==> src/hdl/srfc_pkg.sv <==
package srfc_pkg;
   // ************************************************************
   // register map (axi read byte addresses = index * 4; words are written at 0x00)
   // ************************************************************
   localparam logic [3:0] SRFC_IDX_GAIN = 4'h6;
   localparam logic [3:0] SRFC_IDX_PHASE = 4'h7;
   localparam logic [3:0] SRFC_IDX_CHAN = 4'h8;
   localparam logic [3:0] SRFC_IDX_MODE = 4'h9;
   localparam logic [3:0] SRFC_IDX_STAT = 4'ha;
   localparam int SRFC_ADDR_W = 8;
   localparam logic [7:0] SRFC_ADDR_WORD = 8'h00;
   // ************************************************************
   // field positions
   // ************************************************************
   localparam int SRFC_AD_LSB = 12;
   localparam int SRFC_GLFR_LSB = 8;
   localparam int SRFC_GLFC_LSB = 4;
   localparam int SRFC_ALPHA_LSB = 0;
   localparam int SRFC_DPDLPF_BIT = 11;
   localparam int SRFC_STRETCH_LSB = 7;
   localparam int SRFC_TEST_BIT = 6;
   localparam int SRFC_ENH_BIT = 5;
   localparam int SRFC_EQRF_LSB = 2;
   localparam int SRFC_FSTART_LSB = 0;
   // ************************************************************
   // reset values and code limits
   // ************************************************************
   localparam logic [3:0] SRFC_GAIN_RST = 4'h0;
   localparam logic [3:0] SRFC_GAIN_MAX = 4'h8;
   localparam logic [3:0] SRFC_ALPHA_RST = 4'h8;
   localparam logic [2:0] SRFC_STRETCH_RST = 3'h1;
   localparam logic [2:0] SRFC_EQRF_RST = 3'h1;
   localparam logic [1:0] SRFC_FSTART_RST = 2'h0;
   localparam logic [7:0] SRFC_CHAN_RST = 8'h00;
   // stretch selection, named by pulse width
   localparam logic [2:0] SRFC_TP_1N9 = 3'h0;
   localparam logic [2:0] SRFC_TP_3N8 = 3'h1;
   localparam logic [2:0] SRFC_TP_7N5 = 3'h2;
   localparam logic [2:0] SRFC_TP_15N = 3'h3;
   localparam logic [2:0] SRFC_TP_30N = 3'h4;
   localparam logic [2:0] SRFC_TP_1N2 = 3'h5;
   localparam logic [1:0] SRFC_RESP_OK = 2'h0;
   localparam logic [1:0] SRFC_RESP_ERR = 2'h2;
endpackage : srfc_pkg

==> src/hdl/srfc_word_reg.sv <==
`timescale 1ns/10ps
// one stored control word, read data registered
module srfc_word_reg #(
   parameter int W = 16,
   parameter logic [15:0] RST = 16'h0000
) (
   // clock and reset
   input wire logic clock,
   input wire logic rst_b,
   // write side
   input wire logic wr_en,
   input wire logic [W-1:0] wr_data,
   // stored value
   output logic [W-1:0] q
);
   logic [W-1:0] q_nxt;
   if (W < 1 || W > 16) begin : g_bad_w
      $error("word width out of range");
   end
   always_comb begin
      q_nxt = q;
      if (wr_en) begin
         q_nxt = wr_data;
      end
   end
   always_ff @(posedge clock) begin
      if (!rst_b) begin
         q <= RST[W-1:0];
      end else begin
         q <= q_nxt;
      end
   end
endmodule : srfc_word_reg

==> src/hdl/srfc_ctrl.sv <==
// Added by the designer: the AXI4-Lite slave port.
`timescale 1ns/10ps
module srfc_ctrl
   import srfc_pkg::*;
(
   // clock and reset
   input wire logic CLOCK,
   input wire logic RST_B,
   // axi4-lite write address
   input wire logic [7:0] S_AXI_AWADDR,
   input wire logic S_AXI_AWVALID,
   output logic S_AXI_AWREADY,
   // axi4-lite write data
   input wire logic [31:0] S_AXI_WDATA,
   input wire logic [3:0] S_AXI_WSTRB,
   input wire logic S_AXI_WVALID,
   output logic S_AXI_WREADY,
   // axi4-lite write response
   output logic [1:0] S_AXI_BRESP,
   output logic S_AXI_BVALID,
   input wire logic S_AXI_BREADY,
   // axi4-lite read address
   input wire logic [7:0] S_AXI_ARADDR,
   input wire logic S_AXI_ARVALID,
   output logic S_AXI_ARREADY,
   // axi4-lite read data
   output logic [31:0] S_AXI_RDATA,
   output logic [1:0] S_AXI_RRESP,
   output logic S_AXI_RVALID,
   input wire logic S_AXI_RREADY,
   // servo gains and offset factor
   output logic [3:0] RADIAL_LOWFREQ_GAIN,
   output logic [3:0] CENTRAL_LOWFREQ_GAIN,
   output logic [3:0] OFFSET_FACTOR,
   // phase detector and rf filters, effective values
   output logic PHASE_DETECTOR_LOWPASS_SEL,
   output logic [2:0] PULSE_STRETCH_SEL,
   output logic FACTORY_TEST_BIT,
   output logic ENHANCED_FILTER_ENABLE,
   output logic [2:0] RF_LOWPASS_SEL,
   output logic [1:0] LEADLAG_START_FREQ,
   // channel switches, bit 3 d .. bit 0 a
   output logic [3:0] CHAN_MUTE,
   output logic [3:0] CHAN_INVERT
);
   // ************************************************************
   // bus slave state
   // ************************************************************
   logic aw_held_r, aw_held_nxt, awready_r;
   logic w_held_r, w_held_nxt, wready_r;
   logic [7:0] awaddr_r, awaddr_nxt;
   logic [15:0] wdata_r, wdata_nxt;
   logic wfull_r, wfull_nxt, wlow_r, wlow_nxt;
   logic bvalid_r, bvalid_nxt;
   logic [1:0] bresp_r, bresp_nxt;
   logic rvalid_r, rvalid_nxt, arready_r;
   logic [31:0] rdata_r, rdata_nxt;
   logic [1:0] rresp_r, rresp_nxt;
   logic compat_r, compat_nxt;
   logic [3:0] last_sel_r, last_sel_nxt;
   logic bad_sel_r, bad_sel_nxt;
   logic do_write;
   logic [3:0] sel;
   logic wr_gain, wr_phase, wr_chan;
   logic [15:0] gain_q, phase_q, chan_q;
   logic [15:0] wr_word;
   assign do_write = aw_held_r && w_held_r && !bvalid_r;
   // word sent as a whole; the address nibble travels inside it
   assign wr_word = wdata_r;
   assign sel = wr_word[SRFC_AD_LSB+:4];
   always_comb begin
      wr_gain = 1'b0;
      wr_phase = 1'b0;
      wr_chan = 1'b0;
      // only the addressed register is touched
      if (do_write && awaddr_r == SRFC_ADDR_WORD && wfull_r) begin
         if (sel == SRFC_IDX_GAIN) begin
            wr_gain = 1'b1;
         end else if (sel == SRFC_IDX_PHASE) begin
            wr_phase = 1'b1;
         end else if (sel == SRFC_IDX_CHAN) begin
            wr_chan = 1'b1;
         end
      end
   end
   // ************************************************************
   // write channel
   // ************************************************************
   always_comb begin
      aw_held_nxt = aw_held_r;
      w_held_nxt = w_held_r;
      awaddr_nxt = awaddr_r;
      wdata_nxt = wdata_r;
      wfull_nxt = wfull_r;
      wlow_nxt = wlow_r;
      bvalid_nxt = bvalid_r;
      bresp_nxt = bresp_r;
      compat_nxt = compat_r;
      last_sel_nxt = last_sel_r;
      bad_sel_nxt = bad_sel_r;
      if (S_AXI_AWVALID && !aw_held_r) begin
         aw_held_nxt = 1'b1;
         awaddr_nxt = S_AXI_AWADDR;
      end
      if (S_AXI_WVALID && !w_held_r) begin
         w_held_nxt = 1'b1;
         wdata_nxt = S_AXI_WDATA[15:0];
         wfull_nxt = S_AXI_WSTRB[0] && S_AXI_WSTRB[1];
         wlow_nxt = S_AXI_WSTRB[0];
      end
      if (do_write) begin
         aw_held_nxt = 1'b0;
         w_held_nxt = 1'b0;
         bvalid_nxt = 1'b1;
         bresp_nxt = SRFC_RESP_OK;
         if (awaddr_r == SRFC_ADDR_WORD) begin
            if (wfull_r) begin
               last_sel_nxt = sel;
               // unknown register numbers are dropped, noted in status
               bad_sel_nxt = !(wr_gain || wr_phase || wr_chan);
            end
         end else if (awaddr_r == {2'b00, SRFC_IDX_MODE, 2'b00}) begin
            if (wlow_r) begin // latched strobe: live bus may carry the next beat
               compat_nxt = wdata_r[0];
            end
         end else begin
            bresp_nxt = SRFC_RESP_ERR;
         end
      end
      if (bvalid_r && S_AXI_BREADY) begin
         bvalid_nxt = 1'b0;
      end
   end
   always_ff @(posedge CLOCK) begin
      if (!RST_B) begin
         aw_held_r <= 1'b0;
         w_held_r <= 1'b0;
         awaddr_r <= 8'h00;
         wdata_r <= 16'h0000;
         wfull_r <= 1'b0;
         wlow_r <= 1'b0;
         awready_r <= 1'b1;
         wready_r <= 1'b1;
         bvalid_r <= 1'b0;
         bresp_r <= SRFC_RESP_OK;
         compat_r <= 1'b0;
         last_sel_r <= 4'h0;
         bad_sel_r <= 1'b0;
      end else begin
         aw_held_r <= aw_held_nxt;
         w_held_r <= w_held_nxt;
         awaddr_r <= awaddr_nxt;
         wdata_r <= wdata_nxt;
         wfull_r <= wfull_nxt;
         wlow_r <= wlow_nxt;
         awready_r <= !aw_held_nxt;
         wready_r <= !w_held_nxt;
         bvalid_r <= bvalid_nxt;
         bresp_r <= bresp_nxt;
         compat_r <= compat_nxt;
         last_sel_r <= last_sel_nxt;
         bad_sel_r <= bad_sel_nxt;
      end
   end
   // ready kept as its own flop so the port has no gate behind it
   assign S_AXI_AWREADY = awready_r;
   assign S_AXI_WREADY = wready_r;
   assign S_AXI_BVALID = bvalid_r;
   assign S_AXI_BRESP = bresp_r;
   // ************************************************************
   // stored control words
   // ************************************************************
   srfc_word_reg #(
      .W(16),
      .RST({SRFC_IDX_GAIN, SRFC_GAIN_RST, SRFC_GAIN_RST, SRFC_ALPHA_RST})
   ) u_gain (
      .clock(CLOCK),
      .rst_b(RST_B),
      .wr_en(wr_gain),
      .wr_data(wr_word),
      .q(gain_q)
   );
   srfc_word_reg #(
      .W(16),
      .RST({SRFC_IDX_PHASE, 2'b00, SRFC_STRETCH_RST, 2'b00, SRFC_EQRF_RST, SRFC_FSTART_RST})
   ) u_phase (
      .clock(CLOCK),
      .rst_b(RST_B),
      .wr_en(wr_phase),
      .wr_data(wr_word),
      .q(phase_q)
   );
   srfc_word_reg #(
      .W(16),
      .RST({SRFC_IDX_CHAN, 4'h0, SRFC_CHAN_RST})
   ) u_chan (
      .clock(CLOCK),
      .rst_b(RST_B),
      .wr_en(wr_chan),
      .wr_data(wr_word),
      .q(chan_q)
   );
   // ************************************************************
   // read channel: words, mode and status
   // ************************************************************
   always_comb begin
      rvalid_nxt = rvalid_r;
      rdata_nxt = rdata_r;
      rresp_nxt = rresp_r;
      if (S_AXI_ARVALID && !rvalid_r) begin
         rvalid_nxt = 1'b1;
         rresp_nxt = SRFC_RESP_OK;
         rdata_nxt = 32'h0000_0000;
         if (S_AXI_ARADDR == {2'b00, SRFC_IDX_GAIN, 2'b00}) begin
            rdata_nxt = {16'h0000, gain_q};
         end else if (S_AXI_ARADDR == {2'b00, SRFC_IDX_PHASE, 2'b00}) begin
            rdata_nxt = {16'h0000, phase_q};
         end else if (S_AXI_ARADDR == {2'b00, SRFC_IDX_CHAN, 2'b00}) begin
            rdata_nxt = {16'h0000, chan_q};
         end else if (S_AXI_ARADDR == {2'b00, SRFC_IDX_MODE, 2'b00}) begin
            rdata_nxt = {31'h0000_0000, compat_r};
         end else if (S_AXI_ARADDR == {2'b00, SRFC_IDX_STAT, 2'b00}) begin
            rdata_nxt = {27'h000_0000, bad_sel_r, last_sel_r};
         end else begin
            rresp_nxt = SRFC_RESP_ERR;
         end
      end else if (rvalid_r && S_AXI_RREADY) begin
         rvalid_nxt = 1'b0;
      end
   end
   always_ff @(posedge CLOCK) begin
      if (!RST_B) begin
         rvalid_r <= 1'b0;
         arready_r <= 1'b1;
         rdata_r <= 32'h0000_0000;
         rresp_r <= SRFC_RESP_OK;
      end else begin
         rvalid_r <= rvalid_nxt;
         arready_r <= !rvalid_nxt;
         rdata_r <= rdata_nxt;
         rresp_r <= rresp_nxt;
      end
   end
   assign S_AXI_ARREADY = arready_r;
   assign S_AXI_RVALID = rvalid_r;
   assign S_AXI_RDATA = rdata_r;
   assign S_AXI_RRESP = rresp_r;
   // ************************************************************
   // effective settings
   // ************************************************************
   logic [3:0] rgain_nxt, cgain_nxt, alpha_nxt;
   logic lpf_nxt, test_nxt, enh_nxt;
   logic [2:0] stretch_nxt, eqrf_nxt;
   logic [1:0] fstart_nxt;
   logic [2:0] raw_st;
   always_comb begin
      rgain_nxt = gain_q[SRFC_GLFR_LSB+:4];
      cgain_nxt = gain_q[SRFC_GLFC_LSB+:4];
      alpha_nxt = gain_q[SRFC_ALPHA_LSB+:4];
      raw_st = phase_q[SRFC_STRETCH_LSB+:3];
      // passed through in compat mode or with the enhanced bit set, else cleared; host keeps it normal
      test_nxt = phase_q[SRFC_TEST_BIT];
      lpf_nxt = 1'b0;
      enh_nxt = 1'b0;
      eqrf_nxt = SRFC_EQRF_RST;
      fstart_nxt = SRFC_FSTART_RST;
      // output names a pulse width, same code space as flag 0
      stretch_nxt = SRFC_TP_3N8;
      if (!compat_r) begin
         enh_nxt = phase_q[SRFC_ENH_BIT];
         eqrf_nxt = phase_q[SRFC_EQRF_LSB+:3];
         fstart_nxt = phase_q[SRFC_FSTART_LSB+:2];
         if (enh_nxt) begin
            lpf_nxt = phase_q[SRFC_DPDLPF_BIT];
            stretch_nxt = raw_st;
         end else begin
            test_nxt = 1'b0;
         end
      end else begin
         case (raw_st)
            3'h0: stretch_nxt = SRFC_TP_30N;
            3'h1: stretch_nxt = SRFC_TP_15N;
            3'h2: stretch_nxt = SRFC_TP_7N5;
            3'h3: stretch_nxt = SRFC_TP_3N8;
            3'h4: stretch_nxt = SRFC_TP_1N9;
            3'h5: stretch_nxt = SRFC_TP_1N2;
            default: stretch_nxt = raw_st;
         endcase
      end
   end
   always_ff @(posedge CLOCK) begin
      if (!RST_B) begin
         RADIAL_LOWFREQ_GAIN <= SRFC_GAIN_RST;
         CENTRAL_LOWFREQ_GAIN <= SRFC_GAIN_RST;
         OFFSET_FACTOR <= SRFC_ALPHA_RST;
         PHASE_DETECTOR_LOWPASS_SEL <= 1'b0;
         PULSE_STRETCH_SEL <= SRFC_TP_3N8;
         FACTORY_TEST_BIT <= 1'b0;
         ENHANCED_FILTER_ENABLE <= 1'b0;
         RF_LOWPASS_SEL <= SRFC_EQRF_RST;
         LEADLAG_START_FREQ <= SRFC_FSTART_RST;
         CHAN_MUTE <= 4'h0;
         CHAN_INVERT <= 4'h0;
      end else begin
         RADIAL_LOWFREQ_GAIN <= rgain_nxt;
         CENTRAL_LOWFREQ_GAIN <= cgain_nxt;
         OFFSET_FACTOR <= alpha_nxt;
         PHASE_DETECTOR_LOWPASS_SEL <= lpf_nxt;
         PULSE_STRETCH_SEL <= stretch_nxt;
         FACTORY_TEST_BIT <= test_nxt;
         ENHANCED_FILTER_ENABLE <= enh_nxt;
         RF_LOWPASS_SEL <= eqrf_nxt;
         LEADLAG_START_FREQ <= fstart_nxt;
         CHAN_MUTE <= {chan_q[7], chan_q[5], chan_q[3], chan_q[1]};
         CHAN_INVERT <= {chan_q[6], chan_q[4], chan_q[2], chan_q[0]};
      end
   end
endmodule : srfc_ctrl

==> config.mk <==
export PLATFORM = sky130hd
export DESIGN_NAME = srfc_ctrl
export DESIGN_NICKNAME = d
export VERILOG_FILES = /design/src/hdl/srfc_pkg.sv /design/src/hdl/srfc_word_reg.sv /design/src/hdl/srfc_ctrl.sv
export SDC_FILE = /design/constraint.sdc
export NUM_CORES = 1
export LEC_CHECK = 0
export BUFFER_PORTS_ARGS = -buffer_cell sky130_fd_sc_hd__buf_2
export CAP_MARGIN = 20
export CORE_MARGIN = 8
export CORE_UTILIZATION = 44
export CTS_CLUSTER_DIAMETER = 120
export CTS_CLUSTER_SIZE = 40
export DETAILED_ROUTE_END_ITERATION = 7
export PLACE_DENSITY = 0.71
export SYNTH_ARGS = -nofsm -noshare
export SYNTH_HDL_FRONTEND = slang
export SYNTH_SLANG_ARGS = --single-unit
export TNS_END_PERCENT = 5
==> constraint.sdc <==
create_clock -name CLOCK -period 1.8 [get_ports CLOCK]
set_clock_uncertainty 0.15 [all_clocks]
set_input_delay 0.54 -clock CLOCK [delete_from_list [all_inputs] [get_ports CLOCK]]
set_output_delay 0.54 -clock CLOCK [all_outputs]
set_load 0.03 [all_outputs]
==> results.yml, run 1 <==
finish:
  finish.utilization_pct: 56.2
  fin_cells: 809
  nNetsFinal: 710
  final_layout_size_suffix_gt1_share_pct: 28.2
  fillers: 1025
  num_antenna_cells: 0
  final_area_um2: 6640
  area_delta_synth_final_pct: 27.1
detailed_routing:
  top_layer_used: "met4"
  vias: 4065
  drt_first_iter_violations: 217
  met2_wirelength_um: 6070
  via_per_inst: 5.02
  wirelength_um: 12600
  avgRoutedWirePerCell_um: 15.6
  wl_met1_um: 5570
  drtPass1Iterations: 4
  antenna_left: 0
  drc: 0
  route.met3.wl_um: 632
logic_synthesis:
  synthTopCellsByArea: "dfxtp_1 (52%), mux2i_1 (8.2%), nand2_1 (5.5%)"
  syn-cell-area_um2: 5230
  synth_ff_type: "dfxtp_1"
  syn_inst: 536
  synth-xor-area-share_pct: 0.335
  syn_avg_cell_area_um2: 9.75
  synth.top_cell.area_share_pct: 52.1
  synth_cell_types: 43
  yosysSeqAreaShare_pct: 52.1
  yosysTopAreaCell: "dfxtp_1"
  synth_top_cells_by_count: "dfxtp_1 (136), nand2_1 (76), mux2i_1 (43)"
  synthAdderAreaFrac_pct: 0
  synth_compound_area_share_pct: 12.0
  yosysMostFrequentCell: "dfxtp_1"
  synth_top_family_by_area: "simple AND/OR/NAND/NOR gates"
  synth_edf_count: 0
  yosys_warnings: 0
  synth-async-reset-ratio_pct: 0
  synth_seq_cells: 136
  yosys.area_share.simple_pct: 18.1
  synthMuxAreaShare_pct: 11.0
placed_design:
  hpwl_um: 9180
  dp_slack_ns: -0.359
  postPlaceCellArea_um2: 6000
  dp_cells: 777
  gp_congestion: 0.803
  port_buffers: 94
setup_path:
  crit_path_end_kind: "flip-flop"
  r2r-start: "awaddr_r[3]$_SDFFE_PN0P_"
  regToRegEndpoint: "u_chan.q[11]$_SDFFE_PN0P_"
  reg2reg_depth: 6
  startpoint_type: "flip-flop"
  r2r_slack_ns: -0.004
  crit_start: "awaddr_r[3]$_SDFFE_PN0P_"
  crit_fanout: 8
  cp.arrival_ns: 1.95
  cp.required_ns: 1.95
  critical_path_class: "flip-flop to flip-flop"
clocking:
  h-tree-depth: 4
  cts_sinks: 136
  clockBufferDepth: 2
  tritoncts: "yes"
  worstSkewPairLatency_ns: 0.41
  path_clk_slew_ns: 0.06
  cts_root_buffer: "clkbuf_16"
  numCtsBuffers: 17
job:
  maxCapViolations: 0
min_path:
  min_from: "S_AXI_WDATA[13]"
  hold_end: "wdata_r[13]$_SDFFE_PN0P_"
  hold_depth: 3
  hp-class: "input pin to flip-flop"
global_route:
  grt_pass1_vias: 4005
  grt_overflow_total: 0
  grt_pass1_wl_um: 20000
  grt_max_degree: 58
  grt_usage_pct: 15.8
  antenna_found_initial: 0
sta:
  drv_slew: 0
  period_share_pct: 100
  finalWorstSetupSlack_ns: -0.00376
  finalHoldViolations: 0
  fin_crit_ns: 1.80
  fmax_mhz: 554
  hold_slack_ns: 0.223
  rsz0062_at_grt: "true"
  tns_ns: -0.00376
  setup_violations: 1
status:
  failed_checks: "setup timing"
  outcome: "finished with violations"
floorplan:
  die_area_um2: 15600
  design.core.area_um2: 11800
  io_pins: 131
  rows: 40
  die_w_um: 125
  fp.dieH_um: 125
  start_util_pct: 44.2
pwr:
  p_leak_nw: 2.96
  ir_worst_vdd_v: 0.000645
  p_total_mw: 6.99
  power_density_nw_per_um2: 1050
## layout make-up
cell class	count	area [um^2]	share of cell area, %
repair buffers	129	812	12.2
well taps	147	184	2.77
clock inverters	8	98.8	1.49
clock buffers	22	464	6.99
flip-flops and latches	136	2720	41.0
multi-input cells	352	2300	34.7
inverters	15	56.3	0.848
## logic make-up after synthesis
group | after synthesis
multiplexers | 56
XOR/XNOR | 2
AO/OA/AOI/OAI | 103
other | 1
buffers and inverters | 65
AND/OR/NAND/NOR | 173
flip-flops | 136
## flip-flops by register name, summed over array words and instances (netlist names), 4 cells and up
signal,flops
CHAN_MUTE,4
RADIAL_LOWFREQ_GAIN,4
CENTRAL_LOWFREQ_GAIN,4
S_AXI_RDATA,16
u_gain.q,16
OFFSET_FACTOR,4
u_chan.q,16
last_sel_r,4
wdata_r,16
CHAN_INVERT,4
awaddr_r,8
u_phase.q,16
## layout by cell type, fill, tap and decap left out, types with 8 or more instances in the layout
master,netlist,routed
buf_4,20,24
conb_1,1,18
nor2b_1,18,17
clkbuf_16,0,17
o21ai_0,42,37
buf_2,2,95
mux2_2,13,13
and3_1,10,9
and2_1,19,19
a21oi_1,18,18
a21boi_0,19,19
nand2_1,76,76
a22oi_1,12,12
dfxtp_1,136,135
mux2i_1,43,42
nand3b_1,8,8
inv_1,15,15
## worst max path at each step
stage                     slack [ns]  cells past startpoint                            to
final                         -0.004                      6     u_chan.q[11]$_SDFFE_PN0P_
after global routing           -0.07                      6     u_chan.q[11]$_SDFFE_PN0P_
after CTS                     -0.004                      6      u_chan.q[3]$_SDFFE_PN0P_
after detailed placement       -0.36                      6   S_AXI_RDATA[0]$_SDFFE_PN0P_
after global placement         -0.33                      6   S_AXI_RDATA[0]$_SDFFE_PN0P_
after floorplan                -0.12                      5  S_AXI_RDATA[10]$_SDFFE_PN0P_
## where the power goes
part | internal (mW) | leakage [nW] | switching [mW]
combinational | 0.197 | 1.59 | 0.350
clock | 2.09 | 0.272 | 1.22
sequential | 3.09 | 1.11 | 0.0494
total | 5.37 | 2.96 | 1.62
## critical path, stage by stage (launching register included)
cell and delay (ns):
dfxtp_2 0.33, nor4_4 0.27, buf_4 0.19, nand4_4 0.11
nand4b_4 0.30, buf_12 0.22, mux2i_1 0.12
## per-layer routing
| layer | global-route usage, % | up-vias |
|---|---|---|
| li1 | - | 2028 |
| met1 | 18.7 | 1896 |
| met2 | 25.6 | 114 |
| met3 | 4.46 | 27 |
| met4 | 8.38 | 0 |
| met5 | 0 | - |
## timing repair
action,4_1_cts,5_1_grt
setup endpoints to repair,5,36
buffers inserted,0,1
cloned,0,1
pin swaps,1,2
hold buffers,0,0
resized for setup,0,20
endpoints found under the hold margin,0,0
Note: power is estimated with default switching activity, not from simulation.
==> run 2, diff against run 1 <==
Settings changed: PLACE_DENSITY 0.71 to 0.69.
==> run 2 against run 1 <==
The flow now finishes without violations. Utilization grew 0.74 points. Global-route usage grew 0.80 points. Routed wire length grew 1.2%. Worst hold slack lost 0.0018 ns. Register-to-register slack gained 0.07 ns. Final cell count grew 0.62%. Critical path depth is the same. Total power grew 5.0%. Clock-buffer cell count shrank 4. Largest power group unchanged.
==> results.yml, run 2 (same netlist as run 1, synthesis figures left out) <==
pwr:
  power_density_nw_per_um2: 1090
  ir_worst_vdd_v: 0.000584
  p_leak_nw: 3.00
detailed_routing:
  via_per_inst: 5.00
  avgRoutedWirePerCell_um: 15.7
  drt_first_iter_violations: 304
  vias: 4074
  drtPass1Iterations: 7
  antenna_left: 0
  wirelength_um: 12800
  drc: 0
setup_path:
  cp.arrival_ns: 1.92
  critical_path_class: "flip-flop to flip-flop"
  startpoint_type: "flip-flop"
  crit_path_end_kind: "flip-flop"
  crit_fanout: 8
  r2r_slack_ns: 0.07
  cp.depth: 6
  reg2reg_depth: 6
  cp.required_ns: 1.99
  crit_family: "simple AND/OR/NAND/NOR gates"
  regToRegEndpoint: "u_chan.q[6]$_SDFFE_PN0P_"
  cp_cell_sequence: "nor4_4, buf_4, nand4_4, nand4b_4, buf_12, mux2i_1"
  crit_slowest_cell: "dfxtp_2"
  critPathCapture: "u_chan.q[6]$_SDFFE_PN0P_"
  r2r-start: "awaddr_r[3]$_SDFFE_PN0P_"
  crit_start: "awaddr_r[3]$_SDFFE_PN0P_"
  critPathBufInv: 2
  max_stage_delay_ns: 0.33
finish:
  fillers: 1010
  num_antenna_cells: 0
  fin_cells: 814
  seqCellArea_um2: 2720
  final_layout_size_suffix_gt1_share_pct: 29.4
  final_area_um2: 6730
  multi_input_area_um2: 2300
  area_delta_synth_final_pct: 28.7
  layout.cells.most_common_list: "dfxtp_1 (135), buf_2 (95), nand2_1 (76)"
  final_common_cell: "dfxtp_1"
  nNetsFinal: 714
floorplan:
  die_w_um: 125
  design.core.area_um2: 11800
  die_area_um2: 15600
  io_pins: 131
  rows: 40
  start_util_pct: 44.2
  fp.dieH_um: 125
global_route:
  grt_usage_pct: 16.6
  grt_max_degree: 62
  antenna_found_initial: 0
  grt_overflow_total: 0
  grt_pass1_vias: 4194
  grt_pass1_wl_um: 21100
status:
  outcome: "finished clean"
clocking:
  tritoncts: "yes"
  h-tree-depth: 4
  cts_root_buffer: "clkbuf_16"
  clockBufferDepth: 2
  ctsHoldBuffers: 0
  numCtsBuffers: 17
  path_clk_slew_ns: 0.06
  worstSkewPairLatency_ns: 0.42
  cts_sinks: 136
sta:
  fmax_mhz: 577
  tns_ns: 0
  finalWorstSetupSlack_ns: 0.0675
  hold_slack_ns: 0.221
  setup_violations: 0
  period_share_pct: 96.3
  drv_slew: 0
  rsz0062_at_grt: "true"
  fin_crit_ns: 1.73
  finalHoldViolations: 0
min_path:
  hp-class: "input pin to flip-flop"
job:
  maxCapViolations: 0
placed_design:
  port_buffers: 94
  postPlaceCellArea_um2: 6030
  gp_congestion: 0.788
  hpwl_um: 9400
  dp_cells: 781
  dp_slack_ns: -0.343
## run 2: changes by cell type in the layout (fill, tap and decap cells not counted), moves of 2 or more
| cell | change |
|---|---|
| bufinv_16 | +2 |
| buf_4 | +6 |
| buf_6 | -2 |
| clkbuf_1 | -2 |
| clkinvlp_4 | +2 |
| clkinv_4 | +2 |
| inv_6 | +3 |
| clkinv_2 | -3 |
| clkbuf_8 | -2 |
## run 2: worst min-delay path, delay by kind of cell
family / cells / cell delay [ns]
AOI/OAI and AO/OA: 1 / 0.06
buffers and inverters: 1 / 0.09
and+or+nand+nor: 1 / 0.04
## run 2: worst min path at each step
stage | start | to | slack (ns) | depth (start not counted)
2_1_floorplan | u_phase.q[12]$_SDFFE_PN1P_ | u_phase.q[12]$_SDFFE_PN1P_ | 0.26 | 1
3_3_place_gp | u_phase.q[14]$_SDFFE_PN1P_ | u_phase.q[14]$_SDFFE_PN1P_ | 0.27 | 1
3_5_place_dp | u_gain.q[13]$_SDFFE_PN1P_ | u_gain.q[13]$_SDFFE_PN1P_ | 0.28 | 1
4_1_cts | S_AXI_WDATA[3] | wdata_r[3]$_SDFFE_PN0P_ | 0.22 | 3
5_1_grt | S_AXI_WDATA[4] | wdata_r[4]$_SDFFE_PN0P_ | 0.23 | 3
6_report | S_AXI_WDATA[3] | wdata_r[3]$_SDFFE_PN0P_ | 0.22 | 3
## run 2: area by class of cell
type                    instances  area share [%]
multi-input cells             352            34.2
clock buffers                  18            6.38
inverters                      15           0.893
well taps                     147            2.73
repair buffers                133            12.4
clock inverters                13            2.90
flip-flops and latches        136            40.5
## run 2: through the flow
stage / util, % / power (mW)
floorplan: - / 3.56
global placement: 51.0 / 3.73
detailed placement: 51.0 / 3.75
CTS: 56.4 / 7.36
global route: 57.0 / 7.56
finish: 57.0 / 7.34
## run 2: power breakdown
group | total [mW] | internal (mW) | switching, mW
registers | 3.14 | 3.09 | 0.0511
logic | 0.552 | 0.204 | 0.348
clock network | 3.65 | 2.33 | 1.32
total | 7.34 | 5.62 | 1.72
## run 2: repair_timing
action | in CTS | in global routing
cloned | 0 | 1
setup buffers | 0 | 1
gates resized for setup | 1 | 17
setup endpoints to repair | 7 | 38
pin swaps | 1 | 1
## run 2: layer usage
| metal | vias up | global-route usage [%] | share of wire [%] |
|---|---|---|---|
| met1 | 1887 | 19.7 | 44 |
| li1 | 2043 | - | - |
| met4 | 0 | 6.52 | 1.3 |
| met3 | 16 | 4.76 | 5.9 |
| met2 | 128 | 27.7 | 49 |
| met5 | - | 0 | 0 |
